## config.mk

```make
export PLATFORM = sky130hd
export DESIGN_NAME = cdf_engine
export DESIGN_NICKNAME = d
export VERILOG_FILES = /design/src/hdl/cdf_pkg.sv /design/src/hdl/cdf_engine.sv
export VERILOG_INCLUDE_DIRS = /design/src /design/src/hdl
export SDC_FILE = /design/constraint.sdc
export NUM_CORES = 2
export LEC_CHECK = 0
export BUFFER_PORTS_ARGS = -buffer_cell sky130_fd_sc_hd__buf_2
export CAP_MARGIN = 20
export CELL_PAD_IN_SITES_DETAIL_PLACEMENT = 0
export CELL_PAD_IN_SITES_GLOBAL_PLACEMENT = 1
export CORE_UTILIZATION = 35
export DETAILED_ROUTE_END_ITERATION = 12
export GPL_ROUTABILITY_DRIVEN = 0
export HOLD_SLACK_MARGIN = 0.15
export MAX_ROUTING_LAYER = met4
export PLACE_DENSITY_LB_ADDON = 0.1
export SETUP_SLACK_MARGIN = 0.02
export SLEW_MARGIN = 20
export SYNTH_ARGS = -nofsm -noshare
export SYNTH_HDL_FRONTEND = slang
export SYNTH_SLANG_ARGS = --single-unit
```

## constraint.sdc

```tcl
create_clock -name clk -period 30.4 [get_ports clk]
set_clock_uncertainty 0.1 [all_clocks]
set_input_delay 6.08 -clock clk [delete_from_list [all_inputs] [get_ports clk]]
set_output_delay 6.08 -clock clk [all_outputs]
set_load 0.005 [all_outputs]
```

## src/hdl/cdf_map.svh

```systemverilog
// Descriptor field positions, flag bits, status codes and record offsets
// for the cross-domain fill and compare engine. Assumes a 512-bit
// descriptor image with byte 0 in bits 7:0.
`ifndef CDF_MAP_SVH
`define CDF_MAP_SVH

// ********************************
// Operation codes
// ********************************
`define CDF_OP_FILL     8'h24
`define CDF_OP_CMP      8'h25

// ********************************
// Descriptor fields (bit ranges)
// ********************************
`define CDF_F_PASID     19:0
`define CDF_F_OP        63:56
`define CDF_F_CMPL      127:64
`define CDF_F_ADDR1     191:128
`define CDF_F_ADDR2     255:192
`define CDF_F_SIZE      287:256
`define CDF_F_UPPER     383:320
`define CDF_F_EXPECT    320
`define CDF_F_HANDLE2   511:496
`define CDF_F_HANDLE1   495:480
`define CDF_F_RSV_FILL  55:51
`define CDF_F_RSV_CMP   55:50

// ********************************
// Flag bits (descriptor bit index)
// ********************************
`define CDF_FL_CHECK    35
`define CDF_FL_ALT1     48
`define CDF_FL_ALT2     49
`define CDF_FL_WIDE     50

// ********************************
// Status codes and record layout
// ********************************
`define CDF_ST_SUCCESS  8'h01
`define CDF_ST_FALSE    8'h02
`define CDF_ST_BAD_OP   8'h10
`define CDF_ST_BAD_FLAG 8'h11
`define CDF_REC_QW1     64'h0000_0000_0000_0008
`define CDF_REC_QW2     64'h0000_0000_0000_0010
`define CDF_CHUNK       32'h0000_0008

`endif

```

## src/hdl/cdf_pkg.sv

```systemverilog
// Types shared by the cross-domain fill and compare engine.
// Assumes the constants of cdf_map.svh are included by the user.
package cdf_pkg;

  // ********************************
  // Engine states
  // ********************************
  typedef enum logic [3:0] {
    CDF_IDLE, CDF_CHECK, CDF_LOOK1, CDF_LOOK2, CDF_RD1, CDF_RD2,
    CDF_WR, CDF_CR0, CDF_CR1, CDF_CR2, CDF_DONE
  } cdf_state_e;

endpackage : cdf_pkg

```

## src/hdl/cdf_engine.sv

```systemverilog
// Descriptor engine for the cross-domain fill and compare operations.
// Assumes memory, permission table and descriptor source share clk.
`timescale 1ns/10ps
`include "cdf_map.svh"

module cdf_engine import cdf_pkg::*; (
  // Clock and reset
  input  wire logic         clk,
  input  wire logic         rst,
  // Descriptor submission
  input  wire logic         desc_valid,
  input  wire logic [511:0] desc_data,
  output logic              desc_ready_q,
  input  wire logic         wide_pattern_capability,
  // Permission table lookup
  output logic              pt_req_valid_q,
  output logic [15:0]       pt_req_handle_q,
  input  wire logic         pt_rsp_valid,
  input  wire logic [19:0]  pt_rsp_pasid,
  // Memory port
  output logic              mem_req_valid_q,
  output logic              mem_req_write_q,
  output logic [63:0]       mem_req_addr_q,
  output logic [19:0]       mem_req_pasid_q,
  output logic [63:0]       mem_req_data_q,
  output logic [3:0]        mem_req_len_q,
  input  wire logic         mem_req_ready,
  input  wire logic         mem_rsp_valid,
  input  wire logic [63:0]  mem_rsp_data,
  // Completion status
  output logic              busy_q,
  output logic              done_q,
  output logic [7:0]        done_status_q
);

  // ********************************
  // Helpers
  // ********************************
  // Bytes in the next chunk: up to eight, fewer at the tail
  function automatic logic [3:0] chunk_len(input logic [31:0] size, input logic [31:0] cnt);
    logic [31:0] rem;
    rem = size - cnt;
    chunk_len = (rem >= `CDF_CHUNK) ? 4'h8 : rem[3:0];
  endfunction : chunk_len

  // Index of the first differing byte below len, 8 when none
  function automatic logic [3:0] first_diff(input logic [63:0] a, input logic [63:0] b,
                                            input logic [3:0] len);
    first_diff = 4'h8;
    for (int i = 7; i >= 0; i--) begin
      if ((4'(i) < len) && (a[i*8 +: 8] != b[i*8 +: 8])) begin
        first_diff = 4'(i);
      end
    end
  endfunction : first_diff

  // ********************************
  // State
  // ********************************
  cdf_state_e     st_q, st_d;
  logic [511:0]   desc_q, desc_d;
  logic [31:0]    cnt_q, cnt_d;
  logic [31:0]    bc_q, bc_d;
  logic [19:0]    pas1_q, pas1_d, pas2_q, pas2_d;
  logic [63:0]    dat1_q, dat1_d;
  logic [7:0]     res_q, res_d, stat_q, stat_d;
  logic           wait_q, wait_d;
  logic           desc_ready_d, pt_v_d, mv_d, mw_d, busy_d, done_d;
  logic [15:0]    pt_h_d;
  logic [63:0]    ma_d, md_d;
  logic [19:0]    mp_d;
  logic [3:0]     ml_d;
  logic [7:0]     dst_d;
  // Decoded descriptor fields
  logic           is_fill, wide, alt1, alt2, bad_w;
  logic [31:0]    size;
  logic [3:0]     len_w, diff_w;
  logic           accepted;

  assign is_fill  = desc_q[`CDF_F_OP] == `CDF_OP_FILL;
  assign wide     = desc_q[`CDF_FL_WIDE];
  assign alt1     = desc_q[`CDF_FL_ALT1];
  assign alt2     = is_fill | desc_q[`CDF_FL_ALT2];
  assign size     = desc_q[`CDF_F_SIZE];
  assign len_w    = chunk_len(size, cnt_q);
  assign diff_w   = first_diff(dat1_q, mem_rsp_data, len_w);
  // A request stays posted until the memory port takes it
  assign accepted = wait_q & ~mem_req_valid_q;

  // Flag screening; the wide flag also needs the capability
  always_comb begin
    if (is_fill) begin
      bad_w = !desc_q[`CDF_FL_ALT2] || desc_q[`CDF_FL_ALT1] || (|desc_q[`CDF_F_RSV_FILL])
              || (wide && !wide_pattern_capability);
    end else begin
      bad_w = !(desc_q[`CDF_FL_ALT1] || desc_q[`CDF_FL_ALT2]) || (|desc_q[`CDF_F_RSV_CMP]);
    end
  end

  // ********************************
  // Sequencer next state
  // ********************************
  always_comb begin
    st_d = st_q;
    desc_d = desc_q;
    cnt_d = cnt_q;
    bc_d = bc_q;
    pas1_d = pas1_q;
    pas2_d = pas2_q;
    dat1_d = dat1_q;
    res_d = res_q;
    stat_d = stat_q;
    wait_d = wait_q;
    desc_ready_d = desc_ready_q;
    pt_v_d = 1'b0;
    pt_h_d = pt_req_handle_q;
    mv_d = mem_req_valid_q & ~mem_req_ready;
    mw_d = mem_req_write_q;
    ma_d = mem_req_addr_q;
    mp_d = mem_req_pasid_q;
    md_d = mem_req_data_q;
    ml_d = mem_req_len_q;
    busy_d = 1'b1;
    done_d = 1'b0;
    dst_d = done_status_q;
    case (st_q)
      CDF_IDLE: begin
        busy_d = 1'b0;
        if (desc_valid && desc_ready_q) begin
          desc_d = desc_data;
          desc_ready_d = 1'b0;
          busy_d = 1'b1;
          cnt_d = 32'h0;
          bc_d = 32'h0;
          res_d = 8'h0;
          wait_d = 1'b0;
          st_d = CDF_CHECK;
        end
      end
      CDF_CHECK: begin
        stat_d = `CDF_ST_SUCCESS;
        if (!is_fill && desc_q[`CDF_F_OP] != `CDF_OP_CMP) begin
          stat_d = `CDF_ST_BAD_OP;
          st_d = CDF_CR0;
        end else if (bad_w) begin
          stat_d = `CDF_ST_BAD_FLAG;
          st_d = CDF_CR0;
        end else begin
          st_d = CDF_LOOK1;
        end
      end
      // Source1 PASID: table entry or the descriptor's own
      CDF_LOOK1: begin
        if (is_fill || !alt1) begin
          pas1_d = desc_q[`CDF_F_PASID];
          st_d = CDF_LOOK2;
        end else if (!wait_q) begin
          pt_v_d = 1'b1;
          pt_h_d = desc_q[`CDF_F_HANDLE1];
          wait_d = 1'b1;
        end else if (pt_rsp_valid) begin
          pas1_d = pt_rsp_pasid;
          wait_d = 1'b0;
          st_d = CDF_LOOK2;
        end
      end
      // Source2 or destination PASID; both share the last handle field
      CDF_LOOK2: begin
        if (!alt2 || (wait_q && pt_rsp_valid)) begin
          pas2_d = alt2 ? pt_rsp_pasid : desc_q[`CDF_F_PASID];
          wait_d = 1'b0;
          if (size == 32'h0) begin
            st_d = CDF_CR0;
          end else begin
            st_d = is_fill ? CDF_WR : CDF_RD1;
          end
        end else if (!wait_q) begin
          pt_v_d = 1'b1;
          pt_h_d = desc_q[`CDF_F_HANDLE2];
          wait_d = 1'b1;
        end
      end
      // Read a chunk of source1 and hold it for the comparison
      CDF_RD1: begin
        if (!wait_q) begin
          mv_d = 1'b1;
          mw_d = 1'b0;
          ma_d = desc_q[`CDF_F_ADDR1] + {32'h0, cnt_q};
          mp_d = pas1_q;
          ml_d = len_w;
          wait_d = 1'b1;
        end else if (accepted && mem_rsp_valid) begin
          dat1_d = mem_rsp_data;
          wait_d = 1'b0;
          st_d = CDF_RD2;
        end
      end
      // Read source2; stop at the first mismatching byte
      CDF_RD2: begin
        if (!wait_q) begin
          mv_d = 1'b1;
          mw_d = 1'b0;
          ma_d = desc_q[`CDF_F_ADDR2] + {32'h0, cnt_q};
          mp_d = pas2_q;
          ml_d = len_w;
          wait_d = 1'b1;
        end else if (accepted && mem_rsp_valid) begin
          wait_d = 1'b0;
          if (diff_w != 4'h8) begin
            res_d = 8'h01;
            bc_d = cnt_q + {28'h0, diff_w};
            st_d = CDF_CR0;
          end else if (cnt_q + {28'h0, len_w} >= size) begin
            st_d = CDF_CR0;
          end else begin
            cnt_d = cnt_q + {28'h0, len_w};
            st_d = CDF_RD1;
          end
        end
      end
      // Fill; a wide pattern alternates halves by chunk parity
      CDF_WR: begin
        if (!mem_req_valid_q || mem_req_ready) begin
          if (cnt_q >= size) begin
            bc_d = cnt_q;
            st_d = CDF_CR0;
          end else begin
            mv_d = 1'b1;
            mw_d = 1'b1;
            ma_d = desc_q[`CDF_F_ADDR2] + {32'h0, cnt_q};
            mp_d = pas2_q;
            md_d = (wide && cnt_q[3]) ? desc_q[`CDF_F_UPPER] : desc_q[`CDF_F_ADDR1];
            ml_d = len_w;
            cnt_d = cnt_q + {28'h0, len_w};
          end
        end
      end
      // Completion record: status quadword, fault address, fault handle
      CDF_CR0, CDF_CR1, CDF_CR2: begin
        if (!wait_q) begin
          mv_d = 1'b1;
          mw_d = 1'b1;
          mp_d = desc_q[`CDF_F_PASID];
          ml_d = 4'h8;
          md_d = 64'h0;
          wait_d = 1'b1;
          ma_d = desc_q[`CDF_F_CMPL];
          if (st_q == CDF_CR0) begin
            // Check-result turns a mismatch with expectation into a false predicate
            if (!is_fill && stat_q == `CDF_ST_SUCCESS && desc_q[`CDF_FL_CHECK]
                && res_q[0] != desc_q[`CDF_F_EXPECT]) begin
              stat_d = `CDF_ST_FALSE;
            end
            md_d = {bc_q, 16'h0, is_fill ? 8'h0 : res_q, stat_d};
          end else if (st_q == CDF_CR1) begin
            ma_d = desc_q[`CDF_F_CMPL] + `CDF_REC_QW1;
          end else begin
            ma_d = desc_q[`CDF_F_CMPL] + `CDF_REC_QW2;
          end
        end else if (accepted) begin
          wait_d = 1'b0;
          if (st_q == CDF_CR0) begin
            st_d = CDF_CR1;
          end else if (st_q == CDF_CR1 && !is_fill && stat_q != `CDF_ST_BAD_OP) begin
            st_d = CDF_CR2;
          end else begin
            st_d = CDF_DONE;
          end
        end
      end
      CDF_DONE: begin
        done_d = 1'b1;
        dst_d = stat_q;
        desc_ready_d = 1'b1;
        busy_d = 1'b0;
        st_d = CDF_IDLE;
      end
      default: begin
        st_d = CDF_IDLE;
      end
    endcase
  end

  // ********************************
  // Sequencer registers
  // ********************************
  always_ff @(posedge clk or posedge rst) begin
    if (rst) begin
      st_q <= CDF_IDLE;
      desc_q <= '0;
      cnt_q <= 32'h0;
      bc_q <= 32'h0;
      pas1_q <= 20'h0;
      pas2_q <= 20'h0;
      dat1_q <= 64'h0;
      res_q <= 8'h0;
      stat_q <= 8'h0;
      wait_q <= 1'b0;
      desc_ready_q <= 1'b1;
      pt_req_valid_q <= 1'b0;
      pt_req_handle_q <= 16'h0;
      mem_req_valid_q <= 1'b0;
      mem_req_write_q <= 1'b0;
      mem_req_addr_q <= 64'h0;
      mem_req_pasid_q <= 20'h0;
      mem_req_data_q <= 64'h0;
      mem_req_len_q <= 4'h0;
      busy_q <= 1'b0;
      done_q <= 1'b0;
      done_status_q <= 8'h0;
    end else begin
      st_q <= st_d;
      desc_q <= desc_d;
      cnt_q <= cnt_d;
      bc_q <= bc_d;
      pas1_q <= pas1_d;
      pas2_q <= pas2_d;
      dat1_q <= dat1_d;
      res_q <= res_d;
      stat_q <= stat_d;
      wait_q <= wait_d;
      desc_ready_q <= desc_ready_d;
      pt_req_valid_q <= pt_v_d;
      pt_req_handle_q <= pt_h_d;
      mem_req_valid_q <= mv_d;
      mem_req_write_q <= mw_d;
      mem_req_addr_q <= ma_d;
      mem_req_pasid_q <= mp_d;
      mem_req_data_q <= md_d;
      mem_req_len_q <= ml_d;
      busy_q <= busy_d;
      done_q <= done_d;
      done_status_q <= dst_d;
    end
  end
endmodule : cdf_engine

```

==> metrics.txt <==
status=completed; Pint=1.611 mW; Port Buffer Count=629; CP arrival=11.08 ns; pin count of the biggest net entering global routing=153; worst setup margin=19.75 ns; fmax=0.09386 GHz; Initial DRT Pass Iterations=7; initial DRC count=2015; vias in the first global route=31131; # rows=122; CTS HTree Levels=3; power density over the cells=44.55 nW/um^2; clock group share of total power=51.2%; total CTS buffers=89; final design utilization=42.26%; prevailing post-synth register cell=dfrtp_1; layout cells sized above 1=29.56%; RSZ-0062 raised after global routing=no; via count=31550; Comb pwr share=2.8%; Tot Pwr=2.086 mW; worst slew pin tran=1.127 ns; VDD IR max=40.08 uV; Worst Setup Start Kind=input pin; Synth Area per Inst=10.09 sq um; Clock Tree Root=clkbuf_16; antenna-violating nets left=0; CTS max path bufs=3; die area=113300 sq um; WL per Instance=24.00 um; Mapped Nets=4597; Layout area overhead=19.49%; fin crit period=10.65 ns; CP Data Required Time=30.83 ns; # fillers=11166; Top Ports=785; worst-path fanout max=6; EDFF count, synth=0; initial core utilization=35.36%; Post-CTS Setup Bufs=0; Vias/cell=5.228; register area share after synthesis=46.04%; pre-CTS WS=19.11 ns; initial antenna violation count=61; CTS tree=yes; clk_lat worst skew=0.67 ns; Tot GR Track Use=25.96%; CTS sink count=721; Synth Register Bits=721; most common cell after layout, fill and taps aside=dfrtp_1; critical path class=input pin to register; Yosys warning count=0; final setup fails=0; NumNets Final=5149; first-pass GRT wire length=211.2 mm; Die X=336.6 um; Leak=22.53 nW; Critical Path Sink Type=register; Final Hold Fails=0; DRC=0; Final Max Slew Viols=0; Synth cell types=93; sum of negative setup slack=0 ns; max cap viols=0; Post-Syn Instances=3885; Switching Share=22.79%; switching power=0.4756 mW; sequential share of power=46.0%; post-CTS sizing=0; Chip Height=336.6 um; clock slew at the register clock pins of the worst setup and hold paths=0.05 ns; share of flip-flops with an asynchronous set or reset=100.0%; CORE AREA=110800 sq um; Final Cycle Share=35.05%; CTS Hold Bufs=0; hpwl dp=109.2 mm; Routed WL=144.9 mm; Post-Syn Area=39190 sq um; most frequent cells in the layout=dfrtp_1 (720), buf_2 (629), nand2_1 (507), mux2_2 (464), a21oi_1 (296); placed instance area=43800 sq um; GR Overflow Total=0; final instance area=46830 sq um; Hold WC Path Type=register to register; max_slew headroom=24.90%
-- power groups by stage --
stage	sequential [mW]	clock [mW]	combinational [mW]
floorplan	0.978	0	0.0184
global placement	0.977	0	0.0602
detailed placement	0.977	0	0.0602
CTS	0.960	1.10	0.0605
global route	0.959	1.13	0.0660
finish	0.960	1.07	0.0581
-- worst paths after layout --
path                            slack, ns             endpoint  cells past startpoint                from
worst max-delay path                19.75             bc_q[25]                     22     mem_rsp_data[1]
worst min-delay path                 0.37   mem_req_pasid_q[7]                      2  mem_req_pasid_q[7]
worst max register to register      19.83            cnt_q[17]                     33           cnt_q[15]
worst min register to register       0.37   mem_req_pasid_q[7]                      2  mem_req_pasid_q[7]
max in group asynchronous           21.04  mem_req_pasid_q[17]                      6                 rst
min in group asynchronous            5.50   mem_req_data_q[45]                      2                 rst
-- cells in the mapped netlist (all sizes together), types with 11 or more instances --
library cell / n / area [sq um]
nor2: 195 / 734.5
mux2i: 112 / 1121
xor2: 94 / 823.3
a21o: 49 / 367.9
nor3: 51 / 260.3
o31ai: 43 / 342.8
a21oi: 298 / 1491
or3: 25 / 156.4
a31oi: 14 / 87.58
mux2: 464 / 5225
clkbuf: 172 / 646.9
nand2b: 17 / 106.4
nor4: 28 / 196.4
or2: 13 / 81.32
buf: 40 / 209.0
o21ai: 267 / 1340
o21a: 18 / 135.1
inv: 89 / 334.1
nand2: 509 / 1913
o211ai: 14 / 105.1
nand4: 62 / 394.1
and3: 24 / 150.1
xnor2: 131 / 1147
and4: 11 / 96.34
nor2b: 21 / 133.9
nand3: 94 / 470.5
o22ai: 24 / 150.1
and2: 14 / 87.58
a22o: 25 / 219.0
ha: 105 / 1314
dfrtp: 720 / 18020
-- metrics by stage --
stage | std cells | hold WS, ns
2_1_floorplan | 3885 | 0.3502
3_3_place_gp | 5834 | 0.3580
3_5_place_dp | 5834 | 0.3637
4_1_cts | 5990 | 0.3761
5_1_grt | 6029 | 0.3932
6_report | 6035 | 0.3701
-- area by class of cell --
type	count	area [sq um]	share of cell area (%)
clock buffers	128	2638	5.632
multi-input cells	2863	20050	42.82
well taps	1488	1862	3.976
flip-flops and latches	721	18040	38.53
repair buffers	673	3503	7.481
diodes	45	112.6	0.2405
inverters	89	341.6	0.7294
clock inverters	28	277.8	0.5932
-- routing by layer --
layer | routed length (um) | GRT usage, % | vias up
met2 | 68860 | 41.32 | 899
met4 | 4124 | 7.534 | 0
li1 | - | - | 15005
met1 | 62160 | 32.89 | 15449
met3 | 9711 | 5.912 | 197
met5 | 0 | - | -
-- worst max-delay path, cell delays in order --
cell,delay [ns]
buf_2,0.11
xnor2_1,0.23
nand4_1,0.15
nor2_1,0.38
and2_1,0.26
o22ai_1,0.10
nor2_1,0.22
o2111ai_1,0.15
nor4_1,0.29
o31ai_1,0.19
inv_1,0.09
ha_1,0.17
nor2b_1,0.13
o21ai_0,0.17
or3_1,0.51
nor3_1,0.59
nand2_1,0.23
nor2_1,0.39
nand2_1,0.12
xnor2_1,0.15
o22ai_1,0.08
mux2_2,0.29
-- sequential cells by signal, summed over array words and instances (netlist names), 4 cells and up --
| register | count |
|---|---|
| stat_q | 8 |
| mem_req_pasid_q | 20 |
| mem_req_data_q | 64 |
| bc_q | 32 |
| desc_q | 357 |
| st_q | 4 |
| pas2_q | 20 |
| pas1_q | 20 |
| done_status_q | 8 |
| mem_req_len_q | 4 |
| cnt_q | 32 |
| mem_req_addr_q | 64 |
| dat1_q | 64 |
| pt_req_handle_q | 16 |
-- kinds of logic after synthesis --
| kind of cell | count (synthesis) | synth area share, % |
|---|---|---|
| compound gates | 849 | 13.07 |
| fa+ha+maj | 110 | 3.582 |
| mux | 576 | 16.19 |
| buf+inv | 301 | 3.036 |
| simple gates | 1103 | 13.05 |
| xor+xnor | 225 | 5.028 |
| flops | 721 | 46.04 |
Note: power is estimated with default switching activity, not from simulation.
